<file path="config.mk">
export PLATFORM = sky130hd
export DESIGN_NAME = hcp_top
export DESIGN_NICKNAME = d
export VERILOG_FILES = /design/src/hcp_pkg.sv /design/src/hcp_if.sv /design/src/hcp_dynpwr.sv /design/src/hcp_octimer.sv /design/src/hcp_top.sv
export VERILOG_INCLUDE_DIRS = /design/src /design/src/src
export SDC_FILE = /design/constraint.sdc
export NUM_CORES = 1
export LEC_CHECK = 0
export BUFFER_PORTS_ARGS = -buffer_cell sky130_fd_sc_hd__buf_2
export CORE_UTILIZATION = 57
export CTS_CLUSTER_SIZE = 10
export DETAILED_ROUTE_END_ITERATION = 6
export PLACE_DENSITY_LB_ADDON = 0.25
export SLEW_MARGIN = 20
export SYNTH_ARGS = -nofsm -noshare
export SYNTH_HDL_FRONTEND = slang
export SYNTH_SLANG_ARGS = --single-unit
export TNS_END_PERCENT = 20
</file>
<file path="constraint.sdc">
create_clock -name clk -period 9.3 [get_ports clk]
set_clock_uncertainty 0.1 [all_clocks]
set_input_delay 0.93 -clock clk [delete_from_list [all_inputs] [get_ports clk]]
set_output_delay 0.93 -clock clk [all_outputs]
set_load 0.01 [all_outputs]
</file>
<file path="src/hcp_map.svh">
// offsets, field positions, reset values and timing counts of the hub
// configuration block; included by every design file that needs them
`ifndef HCP_MAP_SVH
`define HCP_MAP_SVH
`define HCP_A_CTRL 8'h00
`define HCP_A_IDENT 8'h04
`define HCP_A_REL 8'h08
`define HCP_A_CFG 8'h0c
`define HCP_A_PORTS 8'h10
`define HCP_A_STAT 8'h14
`define HCP_C1_SELF 7
`define HCP_C1_HSDIS 5
`define HCP_C1_EOP 3
`define HCP_C1_GANG 1
`define HCP_C2_DYN 7
`define HCP_C2_COMP 3
`define HCP_SMB_ADDR 7'h2c
`define HCP_TT_PER_PORT 2'h1
`define HCP_TT_BUFS 3'h4
`define HCP_DEF_MAX_SELF 8'h01
`define HCP_DEF_OC_STEPS 8'h04
`define HCP_CLK_MHZ 100
`define HCP_OC_STEP_MS 2
`define HCP_OC_STEP_CYCLES (`HCP_OC_STEP_MS * 1000 * `HCP_CLK_MHZ)
`define HCP_DROP_US 10
`define HCP_DROP_CYCLES (`HCP_DROP_US * `HCP_CLK_MHZ)
`endif

</file>
<file path="src/hcp_pkg.sv">
// types of the hub configuration block
// assumes hcp_map.svh for the numeric constants
package hcp_pkg;
   typedef enum logic [2:0] {PH_STRAP = 3'b001, PH_LOAD = 3'b010, PH_RUN = 3'b100} hcp_phase_t;
   typedef enum logic [2:0] {SRC_SMBUS = 3'b001, SRC_DEFAULT = 3'b010, SRC_EEPROM = 3'b100} hcp_src_t;
   typedef struct packed {
      hcp_phase_t phase;
      hcp_src_t source;
      logic [1:0] nonRemStrap;
      logic loadDone;
      logic [15:0] dlVendor;
      logic [15:0] dlProduct;
      logic [15:0] dlRelease;
      logic [7:0] dlCfg1;
      logic [7:0] dlCfg2;
      logic [1:0] dlNonRem;
      logic [1:0] dlDisSelf;
      logic [1:0] dlDisBus;
      logic [7:0] dlMaxSelf;
      logic [7:0] dlOcDelay;
      logic [31:0] rdata;
      logic [15:0] vendor;
      logic [15:0] product;
      logic [15:0] release_;
      logic self;
      logic fsOnly;
      logic eop;
      logic gang;
      logic compound;
      logic [1:0] fixedPort;
      logic [1:0] portDis;
      logic [7:0] maxSelf;
      logic [7:0] ocDelay;
      logic attach;
   } hcp_top_t;
endpackage

</file>
<file path="src/hcp_if.sv">
// signals between the configuration top and its two helpers
// one instance lives inside hcp_top
`timescale 1ns/100ps
interface hcp_if;
   logic localPowerDetect;
   logic dynActive;
   logic powerCut;
   logic upDisconnect;
   logic [1:0] ocRaw;
   logic [7:0] ocDelay;
   logic [1:0] ocReport;
   modport ctl(output localPowerDetect, dynActive, ocRaw, ocDelay, input powerCut, upDisconnect, ocReport);
   modport dyn(input localPowerDetect, dynActive, output powerCut, upDisconnect);
   modport oc(input ocRaw, ocDelay, output ocReport);
endinterface

</file>
<file path="src/hcp_dynpwr.sv">
// watches the local supply and drops all links for a while on a change
// assumes the level is synchronous to clk
`timescale 1ns/100ps
`include "hcp_map.svh"
module hcp_dynpwr (
   input wire logic clk,
   input wire logic rst,
   hcp_if.dyn bus
);
   import hcp_pkg::*;
   localparam logic [9:0] DROP_LAST = 10'(`HCP_DROP_CYCLES - 1);
   typedef struct packed {
      logic armed;
      logic prev;
      logic cut;
      logic [9:0] cnt;
   } hcp_dyn_t;
   hcp_dyn_t s;
   hcp_dyn_t next_s;

   always_comb begin
      next_s = s;
      next_s.armed = bus.dynActive;
      next_s.prev = bus.localPowerDetect;
      if (s.cut) begin
         next_s.cnt = s.cnt + 10'h001;
         if (s.cnt == DROP_LAST) begin
            next_s.cut = 1'b0;
         end
      end
      // a change restarts the drop so the hub reattaches in the new mode
      if (bus.dynActive && s.armed && (bus.localPowerDetect != s.prev)) begin
         next_s.cut = 1'b1;
         next_s.cnt = 10'h000;
      end
   end

   always_ff @(posedge clk or posedge rst) begin
      if (rst) begin
         s <= '0;
      end else begin
         s <= next_s;
      end
   end

   assign bus.powerCut = s.cut;
   assign bus.upDisconnect = s.cut;
endmodule

</file>
<file path="src/hcp_octimer.sv">
// per-port over-current qualification in whole 2 ms steps
// assumes raw flags are synchronous to clk
`timescale 1ns/100ps
`include "hcp_map.svh"
module hcp_octimer #(
   parameter int STEP_CYCLES = `HCP_OC_STEP_CYCLES
) (
   input wire logic clk,
   input wire logic rst,
   hcp_if.oc bus
);
   import hcp_pkg::*;
   localparam logic [17:0] TICK_LAST = 18'(STEP_CYCLES - 1);
   typedef struct packed {
      logic [17:0] tick;
      logic [1:0][7:0] steps;
      logic [1:0] report;
   } hcp_oc_t;
   hcp_oc_t s;
   hcp_oc_t next_s;
   logic tickNow;
   logic [1:0][7:0] nextSteps;
   logic [1:0] nextRep;

   assign tickNow = (s.tick == TICK_LAST);
   generate
      for (genvar p = 0; p < 2; p++) begin : g_port
         assign nextSteps[p] = !bus.ocRaw[p] ? 8'h00 :
            (tickNow && s.steps[p] != 8'hff) ? s.steps[p] + 8'h01 : s.steps[p];
         assign nextRep[p] = bus.ocRaw[p] && (s.steps[p] >= bus.ocDelay);
      end
   endgenerate

   always_comb begin
      next_s = s;
      next_s.tick = tickNow ? 18'h00000 : s.tick + 18'h00001;
      next_s.steps = nextSteps;
      next_s.report = nextRep;
   end

   always_ff @(posedge clk or posedge rst) begin
      if (rst) begin
         s <= '0;
      end else begin
         s <= next_s;
      end
   end

   assign bus.ocReport = s.report;
endmodule

</file>
<file path="src/hcp_top.sv">
// hub configuration source selection, option apply and power mode control
// assumes an APB master on clk, straps steady around reset release
//
// How it works
// - source chosen from straps after reset release
// - 01 SMBus slave, 10 defaults, 11 EEPROM
// - EEPROM data loaded before upstream attach
// - one TT per port, four buffers each
// - vendor code downloaded, else built-in
// - product code downloaded, else built-in
// - BCD release number downloaded, else built-in
// - power mode downloaded, else from detect pin
// - detect low bus power, high local supply
// - high-speed disable forces full-speed only
// - EOP at EOF1 option only in full speed
// - sensing ganged or none; defaults follow power
// - strapped fixed port implies compound device
// - fixed ports downloaded, else from straps
// - disable set of current mode kept off
// - dynamic mode: supply change drops and reattaches
// - dynamic mode: local supply means self-powered
// - over-current reported after configured 2 ms steps
// - self-powered max power in 2 mA units
//
// The APB interface to the registers and the address map are this design's own decisions.
`timescale 1ns/100ps
`include "hcp_map.svh"
module hcp_top #(
   parameter int OC_STEP_CYCLES = `HCP_OC_STEP_CYCLES,
   // built-in identity values, arbitrary
   parameter logic [15:0] DEF_VENDOR = 16'h0f0f,
   parameter logic [15:0] DEF_PRODUCT = 16'h0002,
   parameter logic [15:0] DEF_RELEASE = 16'h0100
) (
   input wire logic clk,
   input wire logic rst,
   input wire logic [7:0] paddr,
   input wire logic psel,
   input wire logic penable,
   input wire logic pwrite,
   input wire logic [31:0] pwdata,
   output logic [31:0] prdata,
   output logic pready,
   output logic pslverr,
   input wire logic configSourceStrapHi,
   input wire logic configSourceStrapLo,
   input wire logic localPowerDetect,
   input wire logic [1:0] fixedDevicePortStraps,
   input wire logic linkHighSpeed,
   input wire logic [1:0] overCurrentRaw,
   output logic smbusSlaveEnable,
   output logic [6:0] smbusSlaveAddr,
   output logic eepromLoadEnable,
   output logic upstreamAttach,
   output logic downstreamPowerCut,
   output logic [15:0] vendorCode,
   output logic [15:0] productCode,
   output logic [15:0] releaseNumber,
   output logic selfPowered,
   output logic fullSpeedOnly,
   output logic sendEopAtEof1,
   output logic currentSenseGanged,
   output logic compoundDevice,
   output logic [1:0] fixedDevicePort,
   output logic [1:0] portDisabled,
   output logic [7:0] maxPowerSelf,
   output logic [8:0] maxPowerSelfMa,
   output logic [1:0] overCurrentReport,
   output logic [1:0] ttPerPort,
   output logic [2:0] ttBuffers
);
   import hcp_pkg::*;

   // ***************************************************************
   // state and helpers
   // ***************************************************************
   hcp_top_t s;
   hcp_top_t next_s;
   hcp_src_t strapSrc;
   logic isDef;
   logic dynOn;
   logic effSelf;
   logic effFsOnly;
   logic setup;
   logic wr;
   logic hit;
   logic [31:0] rd;
   hcp_if ifc();

   hcp_dynpwr u_dyn (
      .clk(clk),
      .rst(rst),
      .bus(ifc)
   );

   hcp_octimer #(
      .STEP_CYCLES(OC_STEP_CYCLES)
   ) u_oc (
      .clk(clk),
      .rst(rst),
      .bus(ifc)
   );

   // ***************************************************************
   // source decode and effective options
   // ***************************************************************
   always_comb begin
      case ({configSourceStrapHi, configSourceStrapLo})
         2'b01: strapSrc = SRC_SMBUS;
         2'b11: strapSrc = SRC_EEPROM;
         default: strapSrc = SRC_DEFAULT;
      endcase
   end

   assign isDef = (s.source == SRC_DEFAULT);
   assign dynOn = !isDef && s.dlCfg2[`HCP_C2_DYN];
   // under dynamic power the pin rules, local supply always wins
   assign effSelf = (isDef || dynOn) ? localPowerDetect : s.dlCfg1[`HCP_C1_SELF];
   assign effFsOnly = !isDef && s.dlCfg1[`HCP_C1_HSDIS];

   assign ifc.localPowerDetect = localPowerDetect;
   assign ifc.dynActive = dynOn && (s.phase == PH_RUN);
   assign ifc.ocRaw = overCurrentRaw;
   assign ifc.ocDelay = s.ocDelay;

   // ***************************************************************
   // register read decode
   // ***************************************************************
   always_comb begin
      rd = 32'h00000000;
      hit = 1'b1;
      case (paddr)
         `HCP_A_CTRL: rd = {31'h00000000, s.loadDone};
         `HCP_A_IDENT: rd = {s.dlProduct, s.dlVendor};
         `HCP_A_REL: rd = {16'h0000, s.dlRelease};
         `HCP_A_CFG: rd = {14'h0000, s.dlNonRem, s.dlCfg2, s.dlCfg1};
         `HCP_A_PORTS: rd = {s.dlOcDelay, s.dlMaxSelf, 6'h00, s.dlDisBus, 6'h00, s.dlDisSelf};
         `HCP_A_STAT: rd = {19'h00000, s.compound, s.portDis, ifc.ocReport, 1'b0,
            ifc.powerCut, s.self, s.attach, 1'b0, s.source};
         default: hit = 1'b0;
      endcase
   end

   assign setup = psel && !penable;
   assign wr = psel && penable && pwrite;

   // ***************************************************************
   // next state
   // ***************************************************************
   always_comb begin
      next_s = s;
      case (s.phase)
         PH_STRAP: begin
            // straps are read once, right after reset release
            next_s.source = strapSrc;
            next_s.nonRemStrap = fixedDevicePortStraps;
            next_s.phase = PH_LOAD;
         end
         PH_LOAD: begin
            if (isDef || s.loadDone) begin
               next_s.phase = PH_RUN;
            end
         end
         PH_RUN: begin
            next_s.phase = PH_RUN;
         end
         default: begin
            next_s.phase = PH_STRAP;
         end
      endcase

      if (setup) begin
         next_s.rdata = rd;
      end
      if (wr) begin
         case (paddr)
            `HCP_A_CTRL: begin
               if (pwdata[0]) begin
                  next_s.loadDone = 1'b1;
               end
            end
            `HCP_A_IDENT: begin
               next_s.dlVendor = pwdata[15:0];
               next_s.dlProduct = pwdata[31:16];
            end
            `HCP_A_REL: begin
               next_s.dlRelease = pwdata[15:0];
            end
            `HCP_A_CFG: begin
               next_s.dlCfg1 = pwdata[7:0];
               next_s.dlCfg2 = pwdata[15:8];
               next_s.dlNonRem = pwdata[17:16];
            end
            `HCP_A_PORTS: begin
               next_s.dlDisSelf = pwdata[1:0];
               next_s.dlDisBus = pwdata[9:8];
               next_s.dlMaxSelf = pwdata[23:16];
               next_s.dlOcDelay = pwdata[31:24];
            end
            default: begin
               next_s.loadDone = s.loadDone;
            end
         endcase
      end

      next_s.vendor = isDef ? DEF_VENDOR : s.dlVendor;
      next_s.product = isDef ? DEF_PRODUCT : s.dlProduct;
      next_s.release_ = isDef ? DEF_RELEASE : s.dlRelease;
      next_s.self = effSelf;
      next_s.fsOnly = effFsOnly;
      next_s.eop = !isDef && s.dlCfg1[`HCP_C1_EOP] && (effFsOnly || !linkHighSpeed);
      next_s.gang = isDef ? effSelf : s.dlCfg1[`HCP_C1_GANG];
      next_s.compound = isDef ? |s.nonRemStrap : s.dlCfg2[`HCP_C2_COMP];
      next_s.fixedPort = isDef ? s.nonRemStrap : s.dlNonRem;
      next_s.portDis = isDef ? 2'b00 : (effSelf ? s.dlDisSelf : s.dlDisBus);
      next_s.maxSelf = isDef ? `HCP_DEF_MAX_SELF : s.dlMaxSelf;
      next_s.ocDelay = isDef ? `HCP_DEF_OC_STEPS : s.dlOcDelay;
      next_s.attach = (s.phase == PH_RUN) && !ifc.upDisconnect;
   end

   always_ff @(posedge clk or posedge rst) begin
      if (rst) begin
         s <= '{phase: PH_STRAP, source: SRC_DEFAULT, default: '0};
      end else begin
         s <= next_s;
      end
   end

   // ***************************************************************
   // outputs
   // ***************************************************************
   assign prdata = s.rdata;
   assign pready = 1'b1;
   assign pslverr = psel && penable && !hit;
   assign smbusSlaveEnable = (s.source == SRC_SMBUS) && (s.phase != PH_STRAP);
   assign smbusSlaveAddr = `HCP_SMB_ADDR;
   assign eepromLoadEnable = (s.source == SRC_EEPROM) && (s.phase == PH_LOAD);
   assign upstreamAttach = s.attach;
   assign downstreamPowerCut = ifc.powerCut;
   assign vendorCode = s.vendor;
   assign productCode = s.product;
   assign releaseNumber = s.release_;
   assign selfPowered = s.self;
   assign fullSpeedOnly = s.fsOnly;
   assign sendEopAtEof1 = s.eop;
   assign currentSenseGanged = s.gang;
   assign compoundDevice = s.compound;
   assign fixedDevicePort = s.fixedPort;
   assign portDisabled = s.portDis;
   assign maxPowerSelf = s.maxSelf;
   assign maxPowerSelfMa = {s.maxSelf, 1'b0};
   assign overCurrentReport = ifc.ocReport;
   assign ttPerPort = `HCP_TT_PER_PORT;
   assign ttBuffers = `HCP_TT_BUFS;
endmodule

</file>
Yosys cells after proc, flatten, opt, wreduce, memory -nomap -nowiden

Index checks and enable logic that the tools add are counted.

Register bits: 250
Input port bits: 53
Output and inout bits: 126
Word-level logic and storage cells: 123

Add/subtract/negate cells: 4
$lt $le $gt $ge: 2
Eq/ne operators: 22
Muxes and demuxes: 24
Reduce and logical (&&, ||, !) cells: 35

Operators with widths:

| operator                | number |
|---|---|
| $pmux W32 S6            | 1 |
| $mux W16                | 3 |
| $mux W8                 | 6 |
| $mux W11                | 2 |
| $add A18 B1 Y18 const B | 1 |
| $eq A18 B18 Y1 const B  | 1 |
| $logic_and A1 B1 Y1     | 18 |
| $mux W18                | 1 |
| $add A8 B1 Y8 const B   | 2 |
| $eq A8 B4 Y1 const B    | 2 |
| $eq A8 B5 Y1 const B    | 2 |
| $ge A8 B8 Y1            | 2 |
| $ne A8 B8 Y1 const B    | 2 |
| $add A10 B1 Y10 const B | 1 |
| $eq A10 B10 Y1 const B  | 1 |
| $pmux W3 S3             | 1 |
| $eq A8 B3 Y1 const B    | 1 |
| $logic_not A8 Y1        | 1 |
| $reduce_and A2 Y1       | 4 |
| $eq A3 B1 Y1 const B    | 2 |
| $eq A3 B2 Y1 const B    | 2 |
| $eq A3 B3 Y1 const B    | 2 |
| $mux W2                 | 3 |
| $pmux W3 S2             | 1 |
| 14 further kinds        | 25 |

Logic depth before layout (Yosys ltp)

Gate-level depths: netlist of the first run.

Depth in word-level cells: 7
Depth in mapped cells: 7
Gate-level depth less buffers: 7

Hierarchy

From an unflattened synthesis of the first run, not the netlist that was laid out.

Cell total of the unflattened synthesis: 992
Area, all modules: 11762.5 µm²

Modules (own cells, without submodules):

| module      | instances | cells an instance | area each (µm²) | sequential area each (µm²) |
|---|---|---|---|---|
| hcp_top     | 1         | 709               | 8946.1          | 5032.3 |
| hcp_octimer | 1         | 225               | 2205.9          | 900.9 |
| hcp_dynpwr  | 1         | 58                | 610.6           | 325.3 |

Worst setup path before layout of the first run

No wires, ideal clock.

Kind: input to output
Start: input port paddr[3]
End: output port pslverr
Arrival: 1.862 ns
Required time: 8.270 ns
Slack: 6.408 ns
Stages on the path: 4
Path buffers: 2
Cells stage by stage: buf_1 -> buf_1 -> nand2_1 -> a31oi_1

Word-level cells in the longest chain between the ends: 5
Elaborated cells between the ends (all ways): 10
Classes of those cells: eq/ne: 5; mux: 1; reduce/logical: 4

Ends and longest elaborated chain:

| element                              | RTL line       | source |
|---|---|---|
| start, declared                      | hcp_top.sv:37  | `input wire logic [7:0] paddr,` |
| $eq A8 B4 Y1 (tied with other cells) | hcp_top.sv:132 | `case (paddr)` |
| $reduce_or A6 Y1 (no line) (*)       | --             |  |
| $mux W1 (*)                          | hcp_top.sv:132 |  |
| $logic_not A1 Y1 (*)                 | hcp_top.sv:234 | `assign pslverr = psel && penable && !hit;` |
| $logic_and A1 B1 Y1 (*)              | hcp_top.sv:234 |  |
| end, declared                        | hcp_top.sv:44  | `output logic pslverr,` |

Every way passes the cells marked *; elsewhere a longest branch is shown, timed or not.

Worst setup path after layout of the first run

Start: register s[195] (netlist name)
End: output port eepromLoadEnable

Word-level cells in the longest chain between the ends: 2

Ends and longest elaborated chain:

| element                | RTL line       | source |
|---|---|---|
| start, declared        | hcp_top.sv:77  | `hcp_top_t s;` |
| start signal, assigned | hcp_top.sv:225 | `s <= next_s;` |
| $eq A3 B3 Y1           | hcp_top.sv:237 | `assign eepromLoadEnable = (s.source == SRC_EEPROM) && (s.phase == PH_LOAD);` |
| $logic_and A1 B1 Y1    | hcp_top.sv:237 |  |
| end, declared          | hcp_top.sv:53  | `output logic eepromLoadEnable,` |

No other way between the ends.

==> results of run 1 <==
through the flow:
step                instances  area (um2)
floorplan                 966       11580
global placement         1246       11720
detailed placement       1246       11720
CTS                      1291       12520
global route             1291       12520
finish                   1291       12520
registers in the layout, indices dropped and copies added, names as in the netlist:
| register | cells |
|---|---|
| compoundDevice | 1 |
| u_oc.s | 34 |
| vendorCode | 16 |
| u_dyn.s | 12 |
| selfPowered | 1 |
| u_dyn.bus.powerCut | 1 |
| u_oc.bus.ocReport | 2 |
| ifc.ocDelay | 8 |
| s | 95 |
| fullSpeedOnly | 1 |
| sendEopAtEof1 | 1 |
| currentSenseGanged | 1 |
| prdata | 32 |
| upstreamAttach | 1 |
| productCode | 16 |
| fixedDevicePort | 2 |
| portDisabled | 2 |
| releaseNumber | 16 |
| maxPowerSelf | 8 |
per-layer routing:
metal / global-route usage, % / vias to the layer above / wire (um)
li1: - / 3284 / -
met1: 34.68 / 3506 / 11010
met2: 36.51 / 197 / 10750
met3: 4.470 / 32 / 1365
met4: 5.873 / 2 / 370
met5: 0 / - / 13
how the worst min path moves through the flow:
stage | from | cells after the start | end | slack [ns]
floorplan | u_oc.s[35] | 1 | u_oc.s[35] | 0.34
global placement | u_oc.s[35] | 1 | u_oc.s[35] | 0.36
detailed placement | s[142] | 2 | prdata[6] | 0.37
CTS | u_oc.s[35] | 1 | u_oc.s[35] | 0.38
global route | u_oc.s[18] | 1 | u_oc.s[18] | 0.40
finish | s[142] | 2 | prdata[6] | 0.38
placed cells by master, fill, tap and decap left out, types with 6 or more instances in the layout:
cell | netlist | final
a21o_1 | 6 | 6
a21oi_1 | 8 | 7
a22o_1 | 34 | 34
a22oi_1 | 10 | 10
and3_1 | 8 | 8
buf_2 | 11 | 164
clkbuf_1 | 17 | 13
clkbuf_16 | 0 | 29
conb_1 | 2 | 14
dfrtp_1 | 248 | 248
ha_1 | 20 | 20
inv_1 | 24 | 23
mux2_2 | 86 | 86
mux2_4 | 10 | 10
mux2i_1 | 23 | 23
nand2_1 | 42 | 42
nand2b_1 | 11 | 10
nand3_1 | 21 | 21
nand4_1 | 7 | 7
nor2_1 | 43 | 42
nor2b_1 | 57 | 57
nor3_1 | 9 | 9
nor4_1 | 7 | 7
o21ai_0 | 12 | 12
o22ai_1 | 7 | 7
or2_2 | 13 | 13
xnor2_1 | 15 | 15
xor2_1 | 17 | 17
area by class of cell:
cell class	count	area [um2]	area share, %
tap	265	331.6	2.647
clock inverter	2	13.76	0.1099
clock buffer	43	788.3	6.294
timing repair buffer	169	862.1	6.883
inverter	24	97.59	0.7792
sequential	250	6259	49.97
multi-input combinational	538	4173	33.32
power by group through the flow:
stage | Clock, uW | Combinational [uW] | Sequential (uW)
detailed placement | 0 | 293 | 1210
global placement | 0 | 286 | 1210
global route | 1050 | 325 | 1200
CTS | 1010 | 295 | 1190
finish | 984 | 291 | 1190
floorplan | 0 | 237 | 1190
critical path, cell delays in order (launching register included):
cell	delay (ns)
dfrtp_1	0.43
or4b_2	0.67
nor3_1	0.34
buf_2	0.21
kinds of logic (layout without fill, tap and decap cells):
| logic type | count (synthesis) | count (layout) |
|---|---|---|
| simple gates | 247 | 247 |
| other cells | 2 | 14 |
| xor+xnor | 32 | 32 |
| flops | 250 | 250 |
| fa+ha+maj | 20 | 20 |
| mux | 123 | 123 |
| buf+inv | 178 | 238 |
| compound gates | 102 | 102 |
==> out/metrics.csv, run 1 <==
stage,metric,value,unit
synthesis,synthSimpleGateAreaFrac,12.12,%
placement,gpl.final_weighted_congestion,0.8432,
setup_path,path_class,reg2out,
die,die_area,20820,um2
synthesis,synth_common_cells,"dfrtp_1 (248), buf_4 (116), mux2_2 (86)",
global_route,gr-total-overflow,0,
layout,area_growth,8.533,%
pwr,power_frac_seq,48.3,%
synthesis,yosys.area_share.adder,2.168,%
drt,drtPass1Iterations,4,
timing,fin_crit_sh,34.68,%
synthesis,synth_top_cell_area_share,53.78,%
run_status,status,"complete, no violations",
die,rows,51,
worst_hold_path,hp-class,reg2reg,
synthesis,ys_seq_elements,250,
synthesis,yosysWarnings,0,
clocking,clk_pin_slew_worst_paths,0.05,ns
clocking,ctsHoldBuffers,0,
die,core_area,19650,um2
setup_path,timing.rr.start,u_oc.s[27],
global_route,grt_pass1_vias,7078,
setup_path,ff2ff_setup_slack,6.87,ns
timing,setup_violations,0,
clocking,worst_skew_pair.late_latency,0.54,ns
setup_path,r2r_cells,5,
clocking,cts_setup_buffers,0,
synthesis,syn_area,11540,um2
synthesis,synth_edf_count,0,
synthesis,seq_area_frac_synth,54.23,%
clocking,h-tree-depth,1,
clocking,clockRootBuffer,clkbuf_16,
synthesis,synth_top_family_by_area,multiplexers,
setup_path,worstPathMaxFanout,5,
setup_path,worstSetupStartpointType,flip-flop,
global_route,track_usage,23.71,%
synthesis,synth_flop_cell,dfrtp_1,
global_route,grt_pass1_wl,37.90,mm
setup_path,required,8.27,ns
synthesis,postSynth.asyncResetShare,100.0,%
job,cap_violations,0,
setup_path,reg2reg_to,u_oc.s[9],
die,io_pins,179,
layout,drive_above_1_share,32.26,%
pwr,power_density,196.8,nW/um2
synthesis,avgSynthCellArea,12.10,um2
timing,layout_setup_ws,6.075,ns
timing,slew_violations,0,
pwr,total_power,2464,uW
timing,timing.hold.ws,0.3778,ns
layout,diodes,0,
timing,timing.fmax,310.1,MHz
synthesis,synth_xor_area_share,2.429,%
drt,vias_per_cell,5.438,
pwr,cellLeakagePower,0.006560,uW
setup_path,cp-end-kind,output port,
synthesis,syn_inst,954,
synthesis,synth_cell_types,64,
synthesis,synth-compound-area-share,6.690,%
global_route,antenna_found_initial,1,
drt,vias,7021,
die,die_w,144.3,um
pwr,vdd_drop_max,0.0001571,V
pwr,switching_share,25.65,%
synthesis,synth.most_common_cell,dfrtp_1,
placement,dp_worst_setup_slack,5.710,ns
drt,drt_iter0_markers,352,
clocking,cts_tree,done,
clocking,cts.sinks,250,
timing,rsz0062_at_grt,false,
timing,post-route-min-period,3.225,ns
synthesis,synth.area.top_cells,"dfrtp_1 (54%), mux2_2 (8.4%), buf_4 (7.5%)",
setup_path,arrival,2.19,ns
setup_path,cp-startpoint,s[195],
pwr,power_frac_clock,39.9,%
die,start_util,58.72,%
clocking,cts_buffers,29,
placement,io_buffers,164,
drt,avgRoutedWirePerCell,18.21,um
drt,ant_nets,0,
drt,drc,0,
pwr,comb_power_share,11.8,%
synthesis,synthMuxAreaShare,12.18,%
timing,worst_slew_pin_slew,0.9616,ns
synthesis,synth_top_cell_by_area,dfrtp_1,
pwr,intPower,1832,uW
clocking,cts_resized,0,
placement,dp_hpwl,15.85,mm
pwr,power.switching,632.0,uW
drt,routed_wl,23.51,mm
die,die_h,144.3,um
timing,relSlewSlack,35.30,%
layout,finalNetCount,1085,
clocking,clockBufferDepth,3,
setup_path,crit_path_end,eepromLoadEnable,
layout,fin_util,63.73,%
layout,n_fill_cell,1579,
global_route,grt_max_degree,106,
timing,tns,0,ns
timing,hold_viol_final,0,
Note: power is estimated with default switching activity, not from simulation.
==> inputs of run 2 (changes only) <==
--- a/config.mk
+++ b/config.mk
@@ -7,7 +7,7 @@
 export NUM_CORES = 1
 export LEC_CHECK = 0
 export BUFFER_PORTS_ARGS = -buffer_cell sky130_fd_sc_hd__buf_2
-export CORE_UTILIZATION = 57
+export CORE_UTILIZATION = 52
 export CTS_CLUSTER_SIZE = 10
 export DETAILED_ROUTE_END_ITERATION = 6
 export PLACE_DENSITY_LB_ADDON = 0.25
==> constraint.sdc (replaced) <==
create_clock -name clk -period 2.65 [get_ports clk]
set_clock_uncertainty 0.1 [all_clocks]
set_input_delay 0.265 -clock clk [delete_from_list [all_inputs] [get_ports clk]]
set_output_delay 0.265 -clock clk [all_outputs]
set_load 0.01 [all_outputs]
==> out/metrics.csv, run 2 (synthesis gave the netlist of run 1 again) <==
stage,metric,value,unit,change
layout,area_growth,14.49,%,
layout,finalNetCount,1145,,+5.5%
pwr,switching_share,25.67,%,about the same
die,core_area,21820,um2,+11%
setup_path,worstSetupStartpointType,flip-flop,,
setup_path,timing.rr.start,u_oc.s[18],,
placement,dp_hpwl,17.12,mm,+8.0%
layout,largest_register_ffs,95,,unchanged
layout,design_area,13210,um2,+5.5%
setup_path,arrival,2.02,ns,-0.17 ns
global_route,antenna_found_initial,4,,+3
job,cap_violations,0,,unchanged
global_route,gr-total-overflow,0,,unchanged
clocking,cts_buffers,29,,unchanged
timing,setup_violations,0,,unchanged
setup_path,reg2reg_to,u_oc.s[9],,
pwr,power_density,674.3,nW/um2,+240%
timing,slew_violations,0,,unchanged
clocking,clk_pin_slew_worst_paths,0.05,ns,about the same
die,die_area,22790,um2,+9.5%
global_route,track_usage,22.78,%,-0.93 points
timing,timing.fmax,418.8,MHz,
layout,largest_register,s,,
pwr,power.switching,2287,uW,+260%
timing,worst_slew_pin_slew,0.5760,ns,-0.3856 ns
worst_hold_path,hp-class,in2reg,,
placement,gpl.final_weighted_congestion,0.8657,,+2.7%
timing,layout_setup_ws,0.2624,ns,-5.813 ns
die,start_util,52.88,%,-5.8 points
timing,relSlewSlack,61.24,%,+26 points
clocking,clockBufferDepth,3,,unchanged
drt,vias_per_cell,5.283,,-2.9%
timing,tns,0,ns,unchanged
drt,vias,7243,,+3.2%
pwr,vdd_drop_max,0.0005783,V,+270%
setup_path,path_class,reg2out,,
clocking,cts_tree,done,,
setup_path,r2r_cells,6,,+1
pwr,power_frac_seq,46.9,%,-1.4 points
clocking,worst_skew_pair.late_latency,0.55,ns,about the same
die,io_pins,179,,unchanged
run_status,status,"complete, no violations",,
clocking,clockRootBuffer,clkbuf_16,,
clocking,cts_setup_buffers,0,,unchanged
placement,io_buffers,164,,unchanged
setup_path,cp-startpoint,s[195],,
global_route,grt_pass1_wl,39.72,mm,+4.8%
timing,post-route-min-period,2.388,ns,
global_route,grt_max_degree,84,,-21%
pwr,cellLeakagePower,0.006860,uW,+4.6%
pwr,comb_power_share,12.6,%,+0.8 points
drt,ant_nets,0,,unchanged
layout,drive_above_1_share,32.11,%,-0.15 points
setup_path,cp-end-kind,output port,,
clocking,h-tree-depth,1,,unchanged
setup_path,ff2ff_setup_slack,0.44,ns,-6.43 ns
placement,dp.cells,1280,,+2.7%
clocking,cts_resized,0,,unchanged
layout,final_common_cell,dfrtp_1,,
clocking,cts.sinks,250,,unchanged
die,die_h,151.0,um,+4.6%
setup_path,crit_path_end,eepromLoadEnable,,
placement,dp_worst_setup_slack,0.2597,ns,-5.450 ns
setup_path,required,2.29,ns,-5.98 ns
pwr,intPower,6621,uW,+260%
pwr,power_frac_clock,40.5,%,+0.6 points
timing,hold_viol_final,0,,unchanged
drt,drtPass1Iterations,5,,+1
layout,n_fill_cell,1804,,+14%
layout,layout_common_cells,"dfrtp_1 (248), buf_2 (164), mux2_2 (86)",,
setup_path,worstPathMaxFanout,5,,unchanged
global_route,grt_pass1_vias,7189,,+1.6%
placement,postPlaceCellArea,11950,um2,+2.0%
die,die_w,151.0,um,+4.6%
drt,drc,0,,unchanged
layout,fin_util,60.54,%,-3.2 points
timing,rsz0062_at_grt,false,,
drt,drt_iter0_markers,330,,-6.3%
drt,routed_wl,25.28,mm,+7.5%
drt,avgRoutedWirePerCell,18.44,um,+1.2%
die,rows,54,,+5.9%
timing,fin_crit_sh,90.10,%,
layout,stdcell_count,1371,,+6.2%
[run 2: through the flow]
step	hold slack, ns	total power (uW)
after global placement	0.1834	5318
final	0.03749	8908
after CTS	0.02190	9010
after global routing	0.04759	9288
after detailed placement	0.1801	5325
after floorplan	0.1964	5020
[run 2: per-layer routing]
metal / wire [um] / up-vias / GRT usage, %
met5: 0 / - / 0
met1: 11560 / 3631 / 32.63
met3: 1223 / 31 / 4.006
met2: 12030 / 167 / 35.94
li1: - / 3414 / -
met4: 476 / 0 / 5.650
[run 2: cell type report]
type,instances,area (um2),share of cell area (%)
clock buffer,44,792.0,5.995
clock inverter,2,50.05,0.3788
timing repair buffer,229,1486,11.25
multi-input combinational,538,4170,31.57
sequential,250,6259,47.37
antenna,4,10.01,0.07576
inverter,24,93.84,0.7103
tap,280,350.3,2.652
[run 2: worst min path at each step]
| stage | startpoint | to | slack, ns | depth (start not counted) |
|---|---|---|---|---|
| 6_report | paddr[7] | prdata[14] | 0.04 | 4 |
| 5_1_grt | paddr[7] | prdata[7] | 0.05 | 4 |
| 4_1_cts | paddr[7] | prdata[14] | 0.02 | 4 |
| 3_5_place_dp | rst | releaseNumber[10] | 0.18 | 2 |
| 3_3_place_gp | rst | releaseNumber[5] | 0.18 | 2 |
| 2_1_floorplan | localPowerDetect | u_dyn.s[11] | 0.20 | 0 |
[run 2: power groups by stage]
stage,Clock [uW],Combinational (uW),Sequential [uW]
after detailed placement,0,1080,4240
after floorplan,0,832,4190
after global placement,0,1070,4240
after CTS,3690,1140,4180
final,3610,1130,4180
after global routing,3830,1250,4200
[run 2: what timing repair did]
item                                    CTS  global route
hold buffers                             41             0
hold endpoints to repair                249             0
endpoints found under the setup margin    0             0
[run 2: critical path, stage by stage, from the launching register on]
cell and delay, ns:
dfrtp_1 0.47, or4b_2 0.68, nor3_1 0.17, buf_2 0.16
==> inputs of run 3 (changes only) <==
==> constraint.sdc (replaced) <==
create_clock -name clk -period 2.65 [get_ports clk]
set_clock_uncertainty 0.1 [all_clocks]
set_input_delay 0.3975 -clock clk [delete_from_list [all_inputs] [get_ports clk]]
set_output_delay 0.3975 -clock clk [all_outputs]
set_load 0.01 [all_outputs]
==> out/metrics.csv, run 3 (synthesis gave the netlist of run 1 again) <==
stage,metric,value,unit,change
timing,slew_violations,0,,unchanged
timing,tns,0,ns,unchanged
setup_path,cp-startpoint,s[195],,
setup_path,crit_chain,or4b_2 -> nor3_2 -> buf_2,,
drt,drtPass1Iterations,5,,unchanged
clocking,cts_tree,done,,
timing,rsz0062_at_grt,false,,
setup_path,reg2reg_to,u_oc.s[17],,
global_route,grt_pass1_vias,7098,,-1.3%
die,core_area,21820,um2,unchanged
setup_path,crit_buf_inv,1,,unchanged
drt,drt_iter0_markers,371,,+12%
layout,multi_input_area,4175,um2,+0.12%
die,die_area,22790,um2,unchanged
timing,fin_crit_sh,94.53,%,+4.4 points
pwr,power_frac_clock,40.6,%,about the same
setup_path,cp-end-kind,output port,,
pwr,power_frac_seq,47.2,%,+0.3 points
pwr,switching_share,26.02,%,+0.35 points
global_route,grt_pass1_wl,38.92,mm,-2.0%
placement,gpl.final_weighted_congestion,0.8549,,-1.2%
die,rows,54,,unchanged
drt,drc,0,,unchanged
drt,vias,7284,,+0.57%
layout,finalNetCount,1128,,-1.5%
clocking,clockRootBuffer,clkbuf_16,,
layout,final_common_cell,dfrtp_1,,
setup_path,arrival,2.01,ns,about the same
drt,routed_wl,24.95,mm,-1.3%
setup_path,timing.rr.start,u_oc.s[18],,
setup_path,worstPathMaxFanout,5,,unchanged
die,start_util,52.88,%,unchanged
clocking,worst_skew_pair.late_latency,0.56,ns,about the same
layout,layout_common_cells,"dfrtp_1 (248), buf_2 (164), mux2_2 (86)",,
placement,io_buffers,164,,unchanged
pwr,power_density,681.7,nW/um2,+1.1%
layout,largest_register,s,,
timing,setup_violations,0,,unchanged
global_route,track_usage,22.35,%,-0.42 points
clocking,h-tree-depth,1,,unchanged
layout,drive_above_1_share,32.62,%,+0.51 points
drt,ant_nets,0,,unchanged
pwr,comb_power_share,12.3,%,-0.3 points
job,cap_violations,0,,unchanged
die,io_pins,179,,unchanged
global_route,grt_max_degree,97,,+15%
timing,worst_slew_pin_slew,0.6691,ns,+0.09308 ns
die,die_h,151.0,um,unchanged
pwr,intPower,6564,uW,-0.86%
layout,stdcell_count,1357,,-1.0%
setup_path,slowest_delay,0.70,ns,+0.02 ns
setup_path,worstSetupStartpointType,flip-flop,,
drt,avgRoutedWirePerCell,18.38,um,-0.31%
layout,n_fill_cell,1795,,-0.50%
setup_path,path_delay_family,simple AND/OR/NAND/NOR gates,,
setup_path,ff2ff_setup_slack,0.45,ns,about the same
setup_path,path_class,reg2out,,
layout,largest_register_ffs,95,,unchanged
setup_path,cp.depth,3,,unchanged
setup_path,required,2.15,ns,-0.14 ns
pwr,power.switching,2308,uW,+0.95%
pwr,cellLeakagePower,0.006779,uW,-1.2%
worst_hold_path,hp-class,in2reg,,
clocking,cts_buffers,29,,unchanged
clocking,clk_pin_slew_worst_paths,0.06,ns,about the same
timing,timing.hold.ws,0.01836,ns,-0.01913 ns
timing,post-route-min-period,2.505,ns,+0.1174 ns
die,die_w,151.0,um,unchanged
run_status,status,"complete, no violations",,
global_route,antenna_found_initial,6,,+2
placement,dp_hpwl,17.00,mm,-0.69%
clocking,clockBufferDepth,3,,unchanged
clocking,cts.sinks,250,,unchanged
clocking,cts_setup_buffers,0,,unchanged
placement,dp.cells,1279,,-0.078%
timing,hold_viol_final,0,,unchanged
drt,vias_per_cell,5.368,,+1.6%
setup_path,r2r_cells,6,,unchanged
pwr,vdd_drop_max,0.0004572,V,-21%
layout,area_growth,12.79,%,
global_route,gr-total-overflow,0,,unchanged
setup_path,crit_path_end,eepromLoadEnable,,
setup_path,crit_slowest_cell,or4b_2,,
timing,relSlewSlack,55.30,%,-5.9 points
layout,seq_area,6259,um2,unchanged
timing,timing.fmax,399.2,MHz,-4.7%
## run 3: changes by cell type in the layout (fill, tap and decap cells not counted), sizes merged
cell	delta
clkbuf	+4
bufinv	-1
dlygate4sd3	-16
buf	-1
## run 3: final cells by class
class	count	share of cell area, %
diodes	4	0.07690
clock buffers	48	6.354
clock inverters	1	0.1538
inverters	24	0.7209
multi-input cells	538	32.08
flip-flops and latches	250	48.08
well taps	280	2.692
repair buffers	212	9.843
## run 3: stage by stage
stage               cell area (um2)  setup slack, ns  utilization, %  power, uW
floorplan                     11590           -1.134               -       5020
global placement              11900           0.2661           54.55       5299
detailed placement            11900           0.2198           54.55       5312
CTS                           13000          0.08226           59.57       8980
global route                  13010          0.04911           59.63       9247
finish                        13020           0.1450           59.64       8873
## run 3: layer usage
metal / vias to the layer above / GRT usage, % / part of all wire, %
met2: 210 / 34.98 / 47
met1: 3648 / 31.17 / 45
met5: - / 0 / 0.12
li1: 3376 / - / -
met4: 4 / 7.000 / 2.6
met3: 46 / 4.729 / 5.8
## run 3: power groups by stage
stage          sequential, uW  clock (uW)  combinational, uW
6_report                 4180        3600               1090
5_1_grt                  4210        3850               1190
4_1_cts                  4180        3700               1100
3_5_place_dp             4240           0               1070
3_3_place_gp             4250           0               1050
2_1_floorplan            4190           0                832
## run 3: how the worst min path moves through the flow
stage / endpoint / cells after the start / slack [ns] / startpoint
global placement: vendorCode[3] / 2 / 0.33 / rst
detailed placement: vendorCode[3] / 2 / 0.33 / rst
floorplan: u_dyn.s[11] / 0 / 0.33 / localPowerDetect
global route: s[190] / 2 / 0.004 / pwdata[14]
finish: s[126] / 2 / 0.02 / pwdata[16]
CTS: s[130] / 2 / 0.001 / pwdata[10]
## run 3: repair_timing
action | in CTS | in global routing
endpoints found under the setup margin | 0 | 1
hold buffers | 25 | 0
gates resized for setup | 0 | 1
endpoints found under the hold margin | 50 | 0
## run 3: worst register-to-register path: cells and delay by family (launching register included)
family / cells / cell delay (ns)
and+or+nand+nor: 4 / 1.26
DFF: 1 / 0.38
adders and majority gates: 1 / 0.23
AOI/OAI and AO/OA: 1 / 0.16
